**config.mk**
```make
export PLATFORM = sky130hd
export DESIGN_NAME = cws_clock_select
export DESIGN_NICKNAME = d
export VERILOG_FILES = /design/src/rtl/cws_pkg.sv /design/src/rtl/cws_clock_select.sv
export SDC_FILE = /design/constraint.sdc
export NUM_CORES = 1
export LEC_CHECK = 0
export BUFFER_PORTS_ARGS = -buffer_cell sky130_fd_sc_hd__buf_2
export CORE_MARGIN = 2
export CORE_UTILIZATION = 52
export DETAILED_ROUTE_END_ITERATION = 16
export PLACE_DENSITY = 0.92
export SYNTH_ARGS = -nofsm -noshare
export SYNTH_HDL_FRONTEND = slang
export SYNTH_SLANG_ARGS = --single-unit
```
**constraint.sdc**
```tcl
create_clock -name mclk -period 5.95 [get_ports mclk]
set_input_delay 0.2975 -clock mclk [delete_from_list [all_inputs] [get_ports mclk]]
set_output_delay 0.2975 -clock mclk [all_outputs]
set_load 0.02 [all_outputs]
```
**src/rtl/cws_pkg.sv**
```systemverilog
/*
 * constants for the cpu clock select and oscillator watchdog block:
 * register map, field positions, reset values, strap codes, timing counts.
 * assumes a 10 MHz system clock and a 32-bit apb register bus.
 */
package cws_pkg;

	// ****************************************
	// clock and timing
	// ****************************************
	localparam int MCLK_HZ = 10000000;
	localparam int SYNC_STAGES = 2;
	localparam logic [1:0] STRAP_SETTLE_CYC = 2'(SYNC_STAGES + 1);
	localparam logic [4:0] OWD_OVERFLOW_CNT = 5'h10;

	// ****************************************
	// register map (byte addresses)
	// ****************************************
	localparam logic [7:0] SYSCFG_ADDR = 8'h00;
	localparam logic [7:0] IRQ_STATUS_ADDR = 8'h04;
	localparam logic [7:0] IRQ_MASK_ADDR = 8'h08;
	localparam logic [7:0] CLK_STATE_ADDR = 8'h0C;

	// ****************************************
	// fields and reset values
	// ****************************************
	localparam int SYSCFG_OWD_DIS_BIT = 4;
	localparam logic SYSCFG_OWD_DIS_RST = 1'b0;
	localparam int IRQ_OWD_BIT = 0;
	localparam logic IRQ_MASK_RST = 1'b0;
	localparam int STATE_STRAP_LSB = 0;
	localparam int STATE_FAILOVER_BIT = 4;
	localparam int STATE_PLL_ON_BIT = 5;
	localparam int STATE_WDCNT_LSB = 8;

	// ****************************************
	// strap codes and multiplication factors
	// ****************************************
	localparam logic [2:0] STRAP_X4 = 3'h7;
	localparam logic [2:0] STRAP_X3 = 3'h6;
	localparam logic [2:0] STRAP_X8 = 3'h5;
	localparam logic [2:0] STRAP_X5 = 3'h4;
	localparam logic [2:0] STRAP_DIRECT = 3'h3;
	localparam logic [2:0] STRAP_X10 = 3'h2;
	localparam logic [2:0] STRAP_PRESCALE = 3'h1;
	localparam logic [2:0] STRAP_X16 = 3'h0;
	localparam logic [2:0] STRAP_RST = STRAP_X4;
	localparam logic [4:0] FACTOR_ONE = 5'h01;

	typedef enum logic [1:0] {
		CWS_SRC_PLL,
		CWS_SRC_DIRECT,
		CWS_SRC_PRESCALE
	} cws_src_t;

endpackage

```
**src/rtl/cws_clock_select.sv**
```systemverilog
/*
 * cpu clock source selection with strap capture at reset, 2:1 prescaler,
 * direct drive, pll factor selection and oscillator watchdog with failover.
 * assumes crystal input, pll clock and strap pins are asynchronous pins,
 * sampled on mclk; software/watchdog reset arrives synchronous to mclk.
 */

// Functional notes
// - straps sampled at reset release choose the cpu clock mechanism
// - strap codes map to x4,x3,x8,x5,direct,x10,div2,x16
// - code 001 derives cpu clock from oscillator through divide-by-two
// - prescaler: each cpu clock phase lasts one input clock period
// - code 011 bypasses pll and drives cpu clock straight from crystal
// - direct drive: phases follow input duty, two halves make one period
// - non-pll modes: pll free-runs for watchdog unless disable bit set
// - watchdog enabled after reset, disabled by config register bit 4
// - enabled watchdog counts pll clocks, cleared by every crystal transition
// - overflow after 16 pll clocks without crystal transition means failure
// - on overflow cpu clock moves to pll clock and interrupt flag sets
// - failover holds until hardware reset or software/watchdog reset
// - watchdog disabled in direct drive or prescaler modes without failover: cpu clock from oscillator and pll powered off
// - watchdog supervision only in direct drive or prescaler modes
// - both cpu clock edges are usable, each half period a timing unit
// - pll modes: input times factor, resynchronised every factor-th transition
module cws_clock_select (
	input wire logic mclk,
	input wire logic rstn,
	input wire logic swRstReq,
	input wire logic crystalInputPin,
	input wire logic pllClkIn,
	input wire logic [2:0] clockModeStrapPins,
	input wire logic psel,
	input wire logic penable,
	input wire logic pwrite,
	input wire logic [7:0] paddr,
	input wire logic [31:0] pwdata,
	output logic [31:0] prdata,
	output logic pready,
	output logic pslverr,
	output logic cpuClk,
	output logic cpuEdge,
	output logic pllEnable,
	output logic [4:0] pllFactor,
	output logic pllResync,
	output logic owdIrq
);
	import cws_pkg::*;

	// ****************************************
	// input synchronisers
	// ****************************************
	logic xtalLevel;
	logic pllLevel;
	logic [2:0] strapSync;
	logic xtalLast_q;
	logic pllLast_q;

	cws_sync #(
		.WIDTH(1),
		.RST_VAL(1'b0)
	) i_xtal_sync (
		.mclk(mclk),
		.rstn(rstn),
		.pinIn(crystalInputPin),
		.syncOut(xtalLevel)
	);

	cws_sync #(
		.WIDTH(1),
		.RST_VAL(1'b0)
	) i_pll_sync (
		.mclk(mclk),
		.rstn(rstn),
		.pinIn(pllClkIn),
		.syncOut(pllLevel)
	);

	cws_sync #(
		.WIDTH(3),
		.RST_VAL(STRAP_RST)
	) i_strap_sync (
		.mclk(mclk),
		.rstn(rstn),
		.pinIn(clockModeStrapPins),
		.syncOut(strapSync)
	);

	// last synced levels; both pins idle low, so no false edge after reset
	always_ff @(posedge mclk or negedge rstn) begin
		if (!rstn) begin
			xtalLast_q <= 1'b0;
		end else begin
			xtalLast_q <= xtalLevel;
		end
	end

	always_ff @(posedge mclk or negedge rstn) begin
		if (!rstn) begin
			pllLast_q <= 1'b0;
		end else begin
			pllLast_q <= pllLevel;
		end
	end

	logic xtalToggle;
	logic xtalRise;
	logic pllRise;
	assign xtalToggle = xtalLevel ^ xtalLast_q;
	assign xtalRise = xtalLevel & ~xtalLast_q;
	assign pllRise = pllLevel & ~pllLast_q;

	// ****************************************
	// strap capture
	// ****************************************
	logic [1:0] settle_q;
	logic strapDone_q;
	logic [2:0] strap_q;

	always_ff @(posedge mclk or negedge rstn) begin
		if (!rstn) begin
			settle_q <= '0;
			strapDone_q <= 1'b0;
			strap_q <= STRAP_RST;
		end else if (swRstReq) begin
			settle_q <= '0;
			strapDone_q <= 1'b0;
		end else if (!strapDone_q) begin
			if (settle_q == STRAP_SETTLE_CYC) begin
				strap_q <= strapSync;
				strapDone_q <= 1'b1;
			end else begin
				settle_q <= settle_q + 2'h1;
			end
		end
	end

	// ****************************************
	// mode decode
	// ****************************************
	cws_src_t mode;
	logic [4:0] factor;

	always_comb begin
		mode = CWS_SRC_PLL;
		factor = FACTOR_ONE;
		case (strap_q)
			STRAP_X4: factor = 5'h04;
			STRAP_X3: factor = 5'h03;
			STRAP_X8: factor = 5'h08;
			STRAP_X5: factor = 5'h05;
			STRAP_DIRECT: mode = CWS_SRC_DIRECT;
			STRAP_X10: factor = 5'h0A;
			STRAP_PRESCALE: mode = CWS_SRC_PRESCALE;
			STRAP_X16: factor = 5'h10;
			default: factor = FACTOR_ONE;
		endcase
	end

	// ****************************************
	// apb slave
	// ****************************************
	logic osc_watchdog_disable_q;
	logic irqStatus_q;
	logic irqMask_q;
	logic failover_q;
	logic [4:0] wdCnt_q;
	logic wrAcc;
	logic wdOverflow;

	assign wrAcc = psel & penable & pready & pwrite;

	always_ff @(posedge mclk or negedge rstn) begin
		if (!rstn) begin
			pready <= 1'b0;
		end else begin
			pready <= psel & ~penable & ~pready;
		end
	end

	always_ff @(posedge mclk or negedge rstn) begin
		if (!rstn) begin
			pslverr <= 1'b0;
			prdata <= '0;
		end else begin
			pslverr <= 1'b0;
			prdata <= '0;
			if (psel & ~penable & ~pready) begin
				case (paddr)
					SYSCFG_ADDR: prdata[SYSCFG_OWD_DIS_BIT] <= osc_watchdog_disable_q;
					IRQ_STATUS_ADDR: prdata[IRQ_OWD_BIT] <= irqStatus_q;
					IRQ_MASK_ADDR: prdata[IRQ_OWD_BIT] <= irqMask_q;
					CLK_STATE_ADDR: begin
						prdata[STATE_STRAP_LSB +: 3] <= strap_q;
						prdata[STATE_FAILOVER_BIT] <= failover_q;
						prdata[STATE_PLL_ON_BIT] <= pllEnable;
						prdata[STATE_WDCNT_LSB +: 5] <= wdCnt_q;
					end
					default: pslverr <= 1'b1;
				endcase
			end
		end
	end

	always_ff @(posedge mclk or negedge rstn) begin
		if (!rstn) begin
			osc_watchdog_disable_q <= SYSCFG_OWD_DIS_RST;
		end else if (wrAcc && paddr == SYSCFG_ADDR) begin
			osc_watchdog_disable_q <= pwdata[SYSCFG_OWD_DIS_BIT];
		end
	end

	always_ff @(posedge mclk or negedge rstn) begin
		if (!rstn) begin
			irqMask_q <= IRQ_MASK_RST;
		end else if (wrAcc && paddr == IRQ_MASK_ADDR) begin
			irqMask_q <= pwdata[IRQ_OWD_BIT];
		end
	end

	// set wins over a write-one clear in the same cycle
	always_ff @(posedge mclk or negedge rstn) begin
		if (!rstn) begin
			irqStatus_q <= 1'b0;
		end else if (wdOverflow) begin
			irqStatus_q <= 1'b1;
		end else if (wrAcc && paddr == IRQ_STATUS_ADDR && pwdata[IRQ_OWD_BIT]) begin
			irqStatus_q <= 1'b0;
		end
	end

	always_ff @(posedge mclk or negedge rstn) begin
		if (!rstn) begin
			owdIrq <= 1'b0;
		end else begin
			owdIrq <= (irqStatus_q | wdOverflow) & irqMask_q;
		end
	end

	// ****************************************
	// oscillator watchdog
	// ****************************************
	// supervision stops once failed over; only a reset re-arms it
	logic owdActive;
	assign owdActive = strapDone_q & ~osc_watchdog_disable_q & ~failover_q & (mode != CWS_SRC_PLL);
	assign wdOverflow = owdActive & pllRise & ~xtalToggle & (wdCnt_q == OWD_OVERFLOW_CNT - 5'h01);

	always_ff @(posedge mclk or negedge rstn) begin
		if (!rstn) begin
			wdCnt_q <= '0;
		end else if (swRstReq || !owdActive || xtalToggle) begin
			wdCnt_q <= '0;
		end else if (pllRise) begin
			wdCnt_q <= wdCnt_q + 5'h01;
		end
	end

	always_ff @(posedge mclk or negedge rstn) begin
		if (!rstn) begin
			failover_q <= 1'b0;
		end else if (swRstReq) begin
			failover_q <= 1'b0;
		end else if (wdOverflow) begin
			failover_q <= 1'b1;
		end
	end

	// ****************************************
	// pll control and resync
	// ****************************************
	logic [4:0] xtalEdgeCnt_q;

	always_ff @(posedge mclk or negedge rstn) begin
		if (!rstn) begin
			pllEnable <= 1'b0;
		end else begin
			// on in pll modes or after failover, else free-running for watchdog, off when disabled
			pllEnable <= (mode == CWS_SRC_PLL) | ~osc_watchdog_disable_q | failover_q;
		end
	end

	always_ff @(posedge mclk or negedge rstn) begin
		if (!rstn) begin
			pllFactor <= FACTOR_ONE;
		end else begin
			pllFactor <= factor;
		end
	end

	always_ff @(posedge mclk or negedge rstn) begin
		if (!rstn) begin
			xtalEdgeCnt_q <= '0;
			pllResync <= 1'b0;
		end else begin
			pllResync <= 1'b0;
			if (mode != CWS_SRC_PLL || !strapDone_q) begin
				xtalEdgeCnt_q <= '0;
			end else if (xtalToggle) begin
				// a smaller factor picked mid-count must not wait for a wrap
				if (xtalEdgeCnt_q >= factor - 5'h01) begin
					xtalEdgeCnt_q <= '0;
					pllResync <= 1'b1;
				end else begin
					xtalEdgeCnt_q <= xtalEdgeCnt_q + 5'h01;
				end
			end
		end
	end

	// ****************************************
	// cpu clock output
	// ****************************************
	logic cpuNext;

	always_comb begin
		cpuNext = cpuClk;
		if (failover_q || mode == CWS_SRC_PLL) begin
			cpuNext = pllLevel;
		end else if (mode == CWS_SRC_DIRECT) begin
			cpuNext = xtalLevel;
		end else if (xtalRise) begin
			cpuNext = ~cpuClk;
		end
	end

	always_ff @(posedge mclk or negedge rstn) begin
		if (!rstn) begin
			cpuClk <= 1'b0;
		end else begin
			cpuClk <= cpuNext;
		end
	end

	always_ff @(posedge mclk or negedge rstn) begin
		if (!rstn) begin
			cpuEdge <= 1'b0;
		end else begin
			cpuEdge <= cpuNext ^ cpuClk;
		end
	end

endmodule

// ****************************************
// two-flop synchroniser
// ****************************************
module cws_sync #(
	parameter int WIDTH = 1,
	parameter logic [WIDTH-1:0] RST_VAL = '0
) (
	input wire logic mclk,
	input wire logic rstn,
	input wire logic [WIDTH-1:0] pinIn,
	output logic [WIDTH-1:0] syncOut
);
	import cws_pkg::*;
	logic [WIDTH-1:0] meta_q;

	// only the second stage may be read by logic
	always_ff @(posedge mclk or negedge rstn) begin
		if (!rstn) begin
			meta_q <= RST_VAL;
			syncOut <= RST_VAL;
		end else begin
			meta_q <= pinIn;
			syncOut <= meta_q;
		end
	end
endmodule

```
* Word-level counts from Yosys, hierarchy flattened
Index checks and enable logic that the tools add are counted.
** Storage, ports and cells
- Word-level logic and storage cells :: 129
- Bits in read-only memories :: 0
- Register bits after elaboration :: 54
- Memories kept :: 0
- Input bits :: 51
- Output and inout bits :: 44
- Latch bits :: 0
- RAM bits :: 0
** Cells by class
- Equality and inequality tests :: 15
- Div/mod/pow operators :: 0
- Reduce and logical (&&, ||, !) cells :: 21
- $mul :: 0
- Shift operators :: 0
- $lt $le $gt $ge :: 1
- Add/sub/neg operators :: 4
- Bitwise logic cells :: 29
- Muxes and demuxes :: 33
** Operators with widths (count)
- $mux W5 :: 7
- $pmux W5 S6 :: 1
- $eq A8 B4 Y1 const B :: 2
- $mux W1 :: 16
- $and A1 B1 Y1 :: 14
- $eq A3 B3 Y1 const B :: 4
- $add A5 B1 Y5 const B :: 2
- $mux W2 :: 5
- $not A1 Y1 :: 10
- $reduce_bool A2 Y1 :: 5
- $eq A8 B3 Y1 const B :: 1
- $logic_not A8 Y1 :: 1
- $eq A3 B2 Y1 const B :: 2
- $eq A5 B4 Y1 const B :: 1
- $ge A5 B5 Y1 :: 1
- $sub A5 B1 Y5 const B :: 1
- $logic_and A1 B1 Y1 :: 4
- $logic_or A1 B1 Y1 :: 4
- $ne A2 B2 Y1 const B :: 2
- $pmux W2 S2 :: 1
- $reduce_or A4 Y1 :: 1
- $eq A3 B1 Y1 const B :: 1
- $logic_not A3 Y1 :: 1
- $mux W3 :: 1
- other kinds (11) :: 15

* Logic depth before layout (Yosys ltp)
Gate-level depths: netlist of the first run.
- Depth in word-level cells :: 9
- Mapped depth :: 12

* By module
From an unflattened synthesis of the first run, not the netlist that was laid out.
** Unflattened totals
- Cell total of the unflattened synthesis :: 216
- Area, all modules :: 2417.3 um^2
** By module, submodules not included
- cws_clock_select :: area an instance 2159.6 um^2, cells an instance 206, seq. area each 1106.1 um^2, instances 1
- cws_sync at i_strap_sync :: area an instance 157.7 um^2, cells an instance 6, seq. area each 157.7 um^2, instances 1
- cws_sync at i_pll_sync ... :: area an instance 50.0 um^2, cells an instance 2, seq. area each 50.0 um^2, instances 2

* Worst setup path after synthesis of the first run
OpenSTA, ideal clock, no wires.
- Path type :: register to register
- Start :: register strap_q[0]
- End :: register xtalEdgeCnt_q[2]
- Buffers on the path :: 1
- Cell stages (with the launch flop) :: 13
- Library setup time :: 0.066 ns
- Required time :: 5.884 ns
- Setup slack :: 3.675 ns
- Data arrival time :: 2.209 ns
- Path through :: dfstp_2 > buf_2 > xnor2_1 > ha_1 > nor3_1 > a21oi_1 > nor2_1 > a31oi_1 > ha_1 > o21ai_0 > nor2_1 > a221oi_2 > and2_1
** On the way
- Cells in the longest elaborated chain, start to end :: 7
- Elaborated cells between the ends (all ways) :: 18
- Those cells by class :: add/sub (1); order compare (1); eq/ne (7); mux (5); reduce/logical (4)
** RTL lines
- start, declared :: RTL line cws_clock_select.sv:117 : logic [2:0] strap_q;
- start signal, assigned :: RTL line cws_clock_select.sv:129 : strap_q <= strapSync;
- $eq A3 B2 Y1 (tied with other cells) :: RTL line cws_clock_select.sv:146 : case (strap_q)
- $pmux W5 S6 :: RTL line cws_clock_select.sv:146
- $sub A5 B1 Y5 :: RTL line cws_clock_select.sv:299 : if (xtalEdgeCnt_q >= factor - 5'h01) begin
- $ge A5 B5 Y1 :: RTL line cws_clock_select.sv:299
- $mux W5 :: RTL line cws_clock_select.sv:299
- $mux W5 :: RTL line cws_clock_select.sv:297 : end else if (xtalToggle) begin
- $mux W5 :: RTL line cws_clock_select.sv:295 : if (mode != CWS_SRC_PLL || !strapDone_q) begin
- end signal, assigned :: RTL line cws_clock_select.sv:303 : xtalEdgeCnt_q <= xtalEdgeCnt_q + 5'h01;
- end, declared :: RTL line cws_clock_select.sv:270 : logic [4:0] xtalEdgeCnt_q;
Parallel ways exist; a longest one is shown, timed or not. The select of a mux whose other input is x is not followed.
A chain may end at the register's enable or synchronous reset.

* Worst setup path in the final report of the first run
- Start :: register strap_q[0]
- End :: register xtalEdgeCnt_q[1]
The elaborated chain is that of the path after synthesis.

==> results of run 1 <==
[state kept, by name, summed over array words and instances (netlist names), 2 cells and up]
| signal | count |
|---|---|
| strap_q | 3 |
| settle_q | 2 |
| i_strap_sync.syncOut | 3 |
| xtalEdgeCnt_q | 5 |
| wdCnt_q | 5 |
| pllFactor | 5 |
| i_strap_sync.meta_q | 3 |
| prdata | 10 |
[kinds of logic (layout without fill, tap and decap cells)]
group | after synthesis | after routing | share of synthesized area, %
other | 1 | 22 | 0.151
and+or+nand+nor | 73 | 73 | 15.9
xor gates and xnor gates | 12 | 12 | 4.24
AOI/OAI and AO/OA | 19 | 19 | 5.31
buffers and inverters | 36 | 59 | 9.30
adders and majority gates | 11 | 11 | 5.56
muxes | 10 | 10 | 4.45
DFF | 54 | 54 | 55.1
[where the power goes]
part	switching [mW]	leakage, nW	internal (mW)
registers	0.0456	0.688	0.422
clock network	0.114	0.0561	0.107
logic	0.174	0.630	0.126
total	0.334	1.37	0.655
[final timing paths]
path,startpoint,to,depth (start not counted)
setup reg to reg,strap_q[0],xtalEdgeCnt_q[1],11
setup / recovery,strap_q[0],xtalEdgeCnt_q[1],11
hold / removal,clockModeStrapPins[0],i_strap_sync.meta_q[0],1
hold reg to reg,i_xtal_sync.meta_q,i_xtal_sync.syncOut,0
max in group asynchronous,rstn,i_pll_sync.meta_q,2
min in group asynchronous,rstn,wdCnt_q[1],2
[metal layers]
metal,vias to the layer above,GRT usage [%],wire length [um]
met5,-,0,0
met4,0,6.79,70
met3,6,4.14,169
met2,42,29.2,1980
met1,755,18.7,1650
li1,760,-,-
[cell type report]
| cell class | count | area [um2] |
|---|---|---|
| repair buffers | 43 | 218 |
| clock inverters | 2 | 10.0 |
| clock buffers | 6 | 93.8 |
| well taps | 54 | 67.6 |
| flip-flops and latches | 54 | 1360 |
| fillers | 382 | 1920 |
| multi-input cells | 147 | 961 |
| inverters | 8 | 30.0 |
[layout by cell type (no fill, tap or decap), drive strengths merged, types with 4 or more instances in the layout]
master | synthesis | final
inv | 8 | 8
dfrtp | 44 | 44
buf | 27 | 43
and2 | 11 | 11
nor3 | 4 | 4
mux2 | 8 | 8
conb | 1 | 22
nand3 | 4 | 4
o21ai | 5 | 5
dfstp | 10 | 10
a21oi | 5 | 5
nand2b | 5 | 5
xnor2 | 10 | 10
nand2 | 13 | 13
clkbuf | 1 | 6
ha | 11 | 11
nor2 | 21 | 21
[per-stage QoR]
stage	area, um2	util (%)	cells	setup slack, ps
after global routing	2740	58.9	314	3220
after global placement	2640	56.6	306	3530
final	2740	58.9	314	3480
after floorplan	2550	-	237	3670
after detailed placement	2640	56.6	306	3460
after CTS	2740	58.9	314	3450
==> impl_metrics.toml, run 1 <==
[status]
status = "finished clean"

[route]
routed_wl_mm = 3.88
drc = 0
first_iter_violations = 101
dr.pass1.iters = 4
wire_per_inst_um = 12.3
routed_via_density = 4.98
ant_nets = 0
num_vias = 1563

[clocking]
clkSinkCount = 54
cts_buffers = 5
cts_tree = "done"
cts_setup_buffers = 0
cts_max_level = 2
root_buffer = "clkbuf_8"
clk_latency_ps = 310
clk_pin_slew_ps = 100
cts_hold_buf = 0
cts_buffer_depth = 2
cts_resized = 0

[pwr]
power_mw = 0.989
power.density_nw_per_um2 = 360
power.leakage_nw = 1.37
peakVddDrop_v = 0.000214

[worst_setup_path]
crit_required_ps = 6200
end_kind = "flip-flop"
cp_max_fo = 9
path_buf_inv = 1
cpPeakStageDelay_ps = 660
critPathTopFamily = "compound AO/OA/AOI/OAI gates"
start_kind = "flip-flop"
path_cells = "xnor2_1 -> ha_1 -> nor3_1 -> a21oi_1 -> nor2_1 -> a31oi_1 -> ha_1 -> o21ai_0 -> inv_1 -> a21oi_1 -> a32o_1"
critPathKind = "flip-flop to flip-flop"
crit_arrival_ps = 2720
cpMaxStageDelayCell = "dfstp_2"
regToRegSetupSlack_ps = 3480

[yosys]
syn_area_per_cell_um2 = 11.5
synth.distinct_cells = 41
yosysTopAreaCell = "dfrtp_1"
postSynthCellCount = 216
yosysMostFrequentCell = "dfrtp_1"
synth_ff_type = "dfrtp_1"
yosysTopAreaCellShare_pct = 44.5
synth_top_cells_by_area = "dfrtp_1 44%, dfstp_2 11%, buf_4 6.7%"
async_flop_share_pct = 100
synthTopCellsByCount = "44 x dfrtp_1, 22 x buf_4, 20 x nor2_1"
synth_edf_count = 0
yosysWarnings = 0
synth_area_um2 = 2480
synth-seq-cells = 54
synth_seq_area_share_pct = 55.1

[sta]
fin_setup_tns_ps = 0
maxSlewViolCount = 0
relSlewSlack_pct = 56.9
tightest_slew_ps = 646
hold_viol = 0
layout_min_cycle_time_ps = 2470
post-route-period-util_pct = 41.5
skew_ps = 11.8
hold_ws_ps = 83.9
grt_setup_unrepaired = "false"
fmax_mhz = 405
setup_viol = 0

[floorplanning]
die_w_um = 73.0
initial_core_util_pct = 53.1
die_area_um2 = 5330
core_um2 = 4660
io_pins = 95
rows = 25
fp.dieH_um = 73.0

[final_layout]
antenna_cells = 0
syn_to_final_growth_pct = 10.8
drive_gt1_share_pct = 29.2
final_nets = 321

[flow_run]
drv_cap = 0

[global_route]
antenna_found_initial = 0
grt_pass1_wl_mm = 6.69
grt_pass1_vias = 1565
grt_max_degree = 55
grt-ovfl-total = 0
groute.usage.overall_pct = 16.5

[min_path]
min_path_type = "primary input to flip-flop"

[placement]
gp_congestion = 0.762
dp_hpwl_mm = 2.88
place.port_buffers = 42
Power figures use the tool's default switching activity.
==> run 2, diff against run 1 <==
- CORE_UTILIZATION: 52 -> 49
- PLACE_DENSITY: 0.92 -> 0.88
- clock period: 5.95 -> 2.3 ns (I/O delays scaled with it)
==> run 2 against run 1 <==
Sequential cell count stayed put. Design area is 9.0% higher. Register-to-register slack worse by 3600 ps. Routed wire length is 15% higher. Total power grew to 3.0 times the previous value. Maximum frequency is 3.1% higher. Setup slack worse by 3600 ps. The flow now finishes with violations (setup timing). Via count is 5.5% higher. Global-route usage is 0.58 points higher. Largest cell class unchanged. Non-clock buffer count is 18 higher.
==> impl_metrics.toml, run 2 (same netlist as run 1, synthesis figures left out) <==
[sta]
hold_viol = 0
hold_ws_ps = 22.6
fmax_mhz = 417
relSlewSlack_pct = 56.8
post-route-period-util_pct = 104
skew_ps = 11.1
layout_setup_ws_ps = -96.1
fin_setup_tns_ps = -295
layout_min_cycle_time_ps = 2400
setup_viol = 4
tightest_slew_ps = 648
grt_setup_unrepaired = "true"
maxSlewViolCount = 0

[pwr]
peakVddDrop_v = 0.000491
power.leakage_nw = 1.47
pwr-share-comb_pct = 44.5
power.density_nw_per_um2 = 1010
p_sw_share_pct = 35.7
switchingPower_mw = 1.08
clockPowerShare_pct = 16.7
p_int_mw = 1.94
p_seq_share_pct = 38.8
power_mw = 3.01

[floorplanning]
rows = 25
die_w_um = 75.1
core_um2 = 4790
die_area_um2 = 5640
fp.dieH_um = 75.1
io_pins = 95
initial_core_util_pct = 51.7

[final_layout]
final_nets = 339
largest_register_ffs = 10
final_area_um2 = 2990
regMostFlops = "prdata"
final_cell_mix = "44 x dfrtp_1, 42 x buf_2, 22 x conb_1"
instances_no_fill = 345
final_common_cell = "dfrtp_1"
antenna_cells = 0
syn_to_final_growth_pct = 20.8
drive_gt1_share_pct = 35.3

[route]
routed_wl_mm = 4.45
first_iter_violations = 126
routed_via_density = 4.78
dr.pass1.iters = 4
wire_per_inst_um = 12.9
drc = 0
ant_nets = 0
num_vias = 1649

[min_path]
min_from = "swRstReq"
holdPathStages = 2
hold_end = "strapDone_q"
min_path_type = "primary input to flip-flop"

[clocking]
root_buffer = "clkbuf_8"
clk_latency_ps = 310
cts_max_level = 2
clk_pin_slew_ps = 100
cts_buffers = 5
clkSinkCount = 54
cts_tree = "done"
cts_buffer_depth = 2

[worst_setup_path]
end_kind = "flip-flop"
regToRegSetupSlack_ps = -100
r2r_end = "xtalEdgeCnt_q[3]"
critPathKind = "flip-flop to flip-flop"
crit_arrival_ps = 2640
crit_required_ps = 2550
reg2reg_depth = 9
start_kind = "flip-flop"
cp_max_fo = 3
r2r-start = "strap_q[1]"

[global_route]
antenna_found_initial = 0
grt_max_degree = 29
groute.usage.overall_pct = 17.0
grt_pass1_wl_mm = 7.07
grt-ovfl-total = 0
grt_pass1_vias = 1501

[placement]
dp_hpwl_mm = 2.85
dp_cells = 324
gp_congestion = 0.771
post_dp_cell_area_um2 = 2710
place.port_buffers = 42

[status]
failed_checks = "setup timing"
status = "finished, violations left"

[flow_run]
drv_cap = 0
run 2: timing repair:
action / 4_1_cts / 5_1_grt
pin swaps: 3 / 8
cloned: 0 / 0
setup endpoints to repair: 6 / 6
hold buffers: 7 / 0
hold endpoints to repair: 32 / 0
setup buffers: 4 / 2
resized for setup: 7 / 10
run 2: area by class of cell:
cell class | count | area [um2]
fillers | 372 | 1790
inverters | 8 | 30.0
flip-flops and latches | 54 | 1360
clock inverters | 3 | 16.3
repair buffers | 61 | 390
clock buffers | 5 | 68.8
well taps | 67 | 83.8
multi-input cells | 147 | 1040
run 2: critical path, stage by stage, from the launching register on:
cell,delay (ps)
dfstp_2,590
buf_6,130
nand2b_4,120
and3_4,200
xnor2_2,70
ha_1,330
a211oi_2,270
o21ai_2,120
a221oi_2,330
and2_1,190
run 2: per-stage QoR:
stage | utilization [%] | worst slack, ps
CTS | 61.0 | 0.562
global route | 62.5 | -180
finish | 62.5 | -96.1
global placement | 56.5 | 12.3
floorplan | - | 24.5
detailed placement | 56.5 | -37.6
run 2: how the worst max path moves through the flow:
stage	start	to	slack, ps	cells past startpoint
6_report	strap_q[1]	xtalEdgeCnt_q[3]	-100	9
5_1_grt	strap_q[0]	xtalEdgeCnt_q[3]	-180	11
4_1_cts	strap_q[0]	xtalEdgeCnt_q[4]	0.6	9
3_5_place_dp	strap_q[0]	xtalEdgeCnt_q[4]	-40	11
3_3_place_gp	strap_q[0]	xtalEdgeCnt_q[2]	10	11
2_1_floorplan	strap_q[0]	xtalEdgeCnt_q[2]	20	12
run 2: power by group through the flow:
| stage | combinational (mW) | sequential [mW] | clock (mW) |
|---|---|---|---|
| 2_1_floorplan | 0.620 | 1.23 | 0 |
| 3_3_place_gp | 0.852 | 1.18 | 0 |
| 3_5_place_dp | 0.884 | 1.18 | 0 |
| 4_1_cts | 1.07 | 1.16 | 0.511 |
| 5_1_grt | 1.44 | 1.18 | 0.556 |
| 6_report | 1.34 | 1.17 | 0.503 |
run 2: metal layers:
metal	share of wire (%)	wire [um]	up-vias	track usage [%]
met5	0	0	-	0
met4	2.1	92	0	7.54
met3	5.6	249	9	3.08
met2	50	2220	55	27.9
met1	42	1890	794	22.2
li1	-	-	791	-
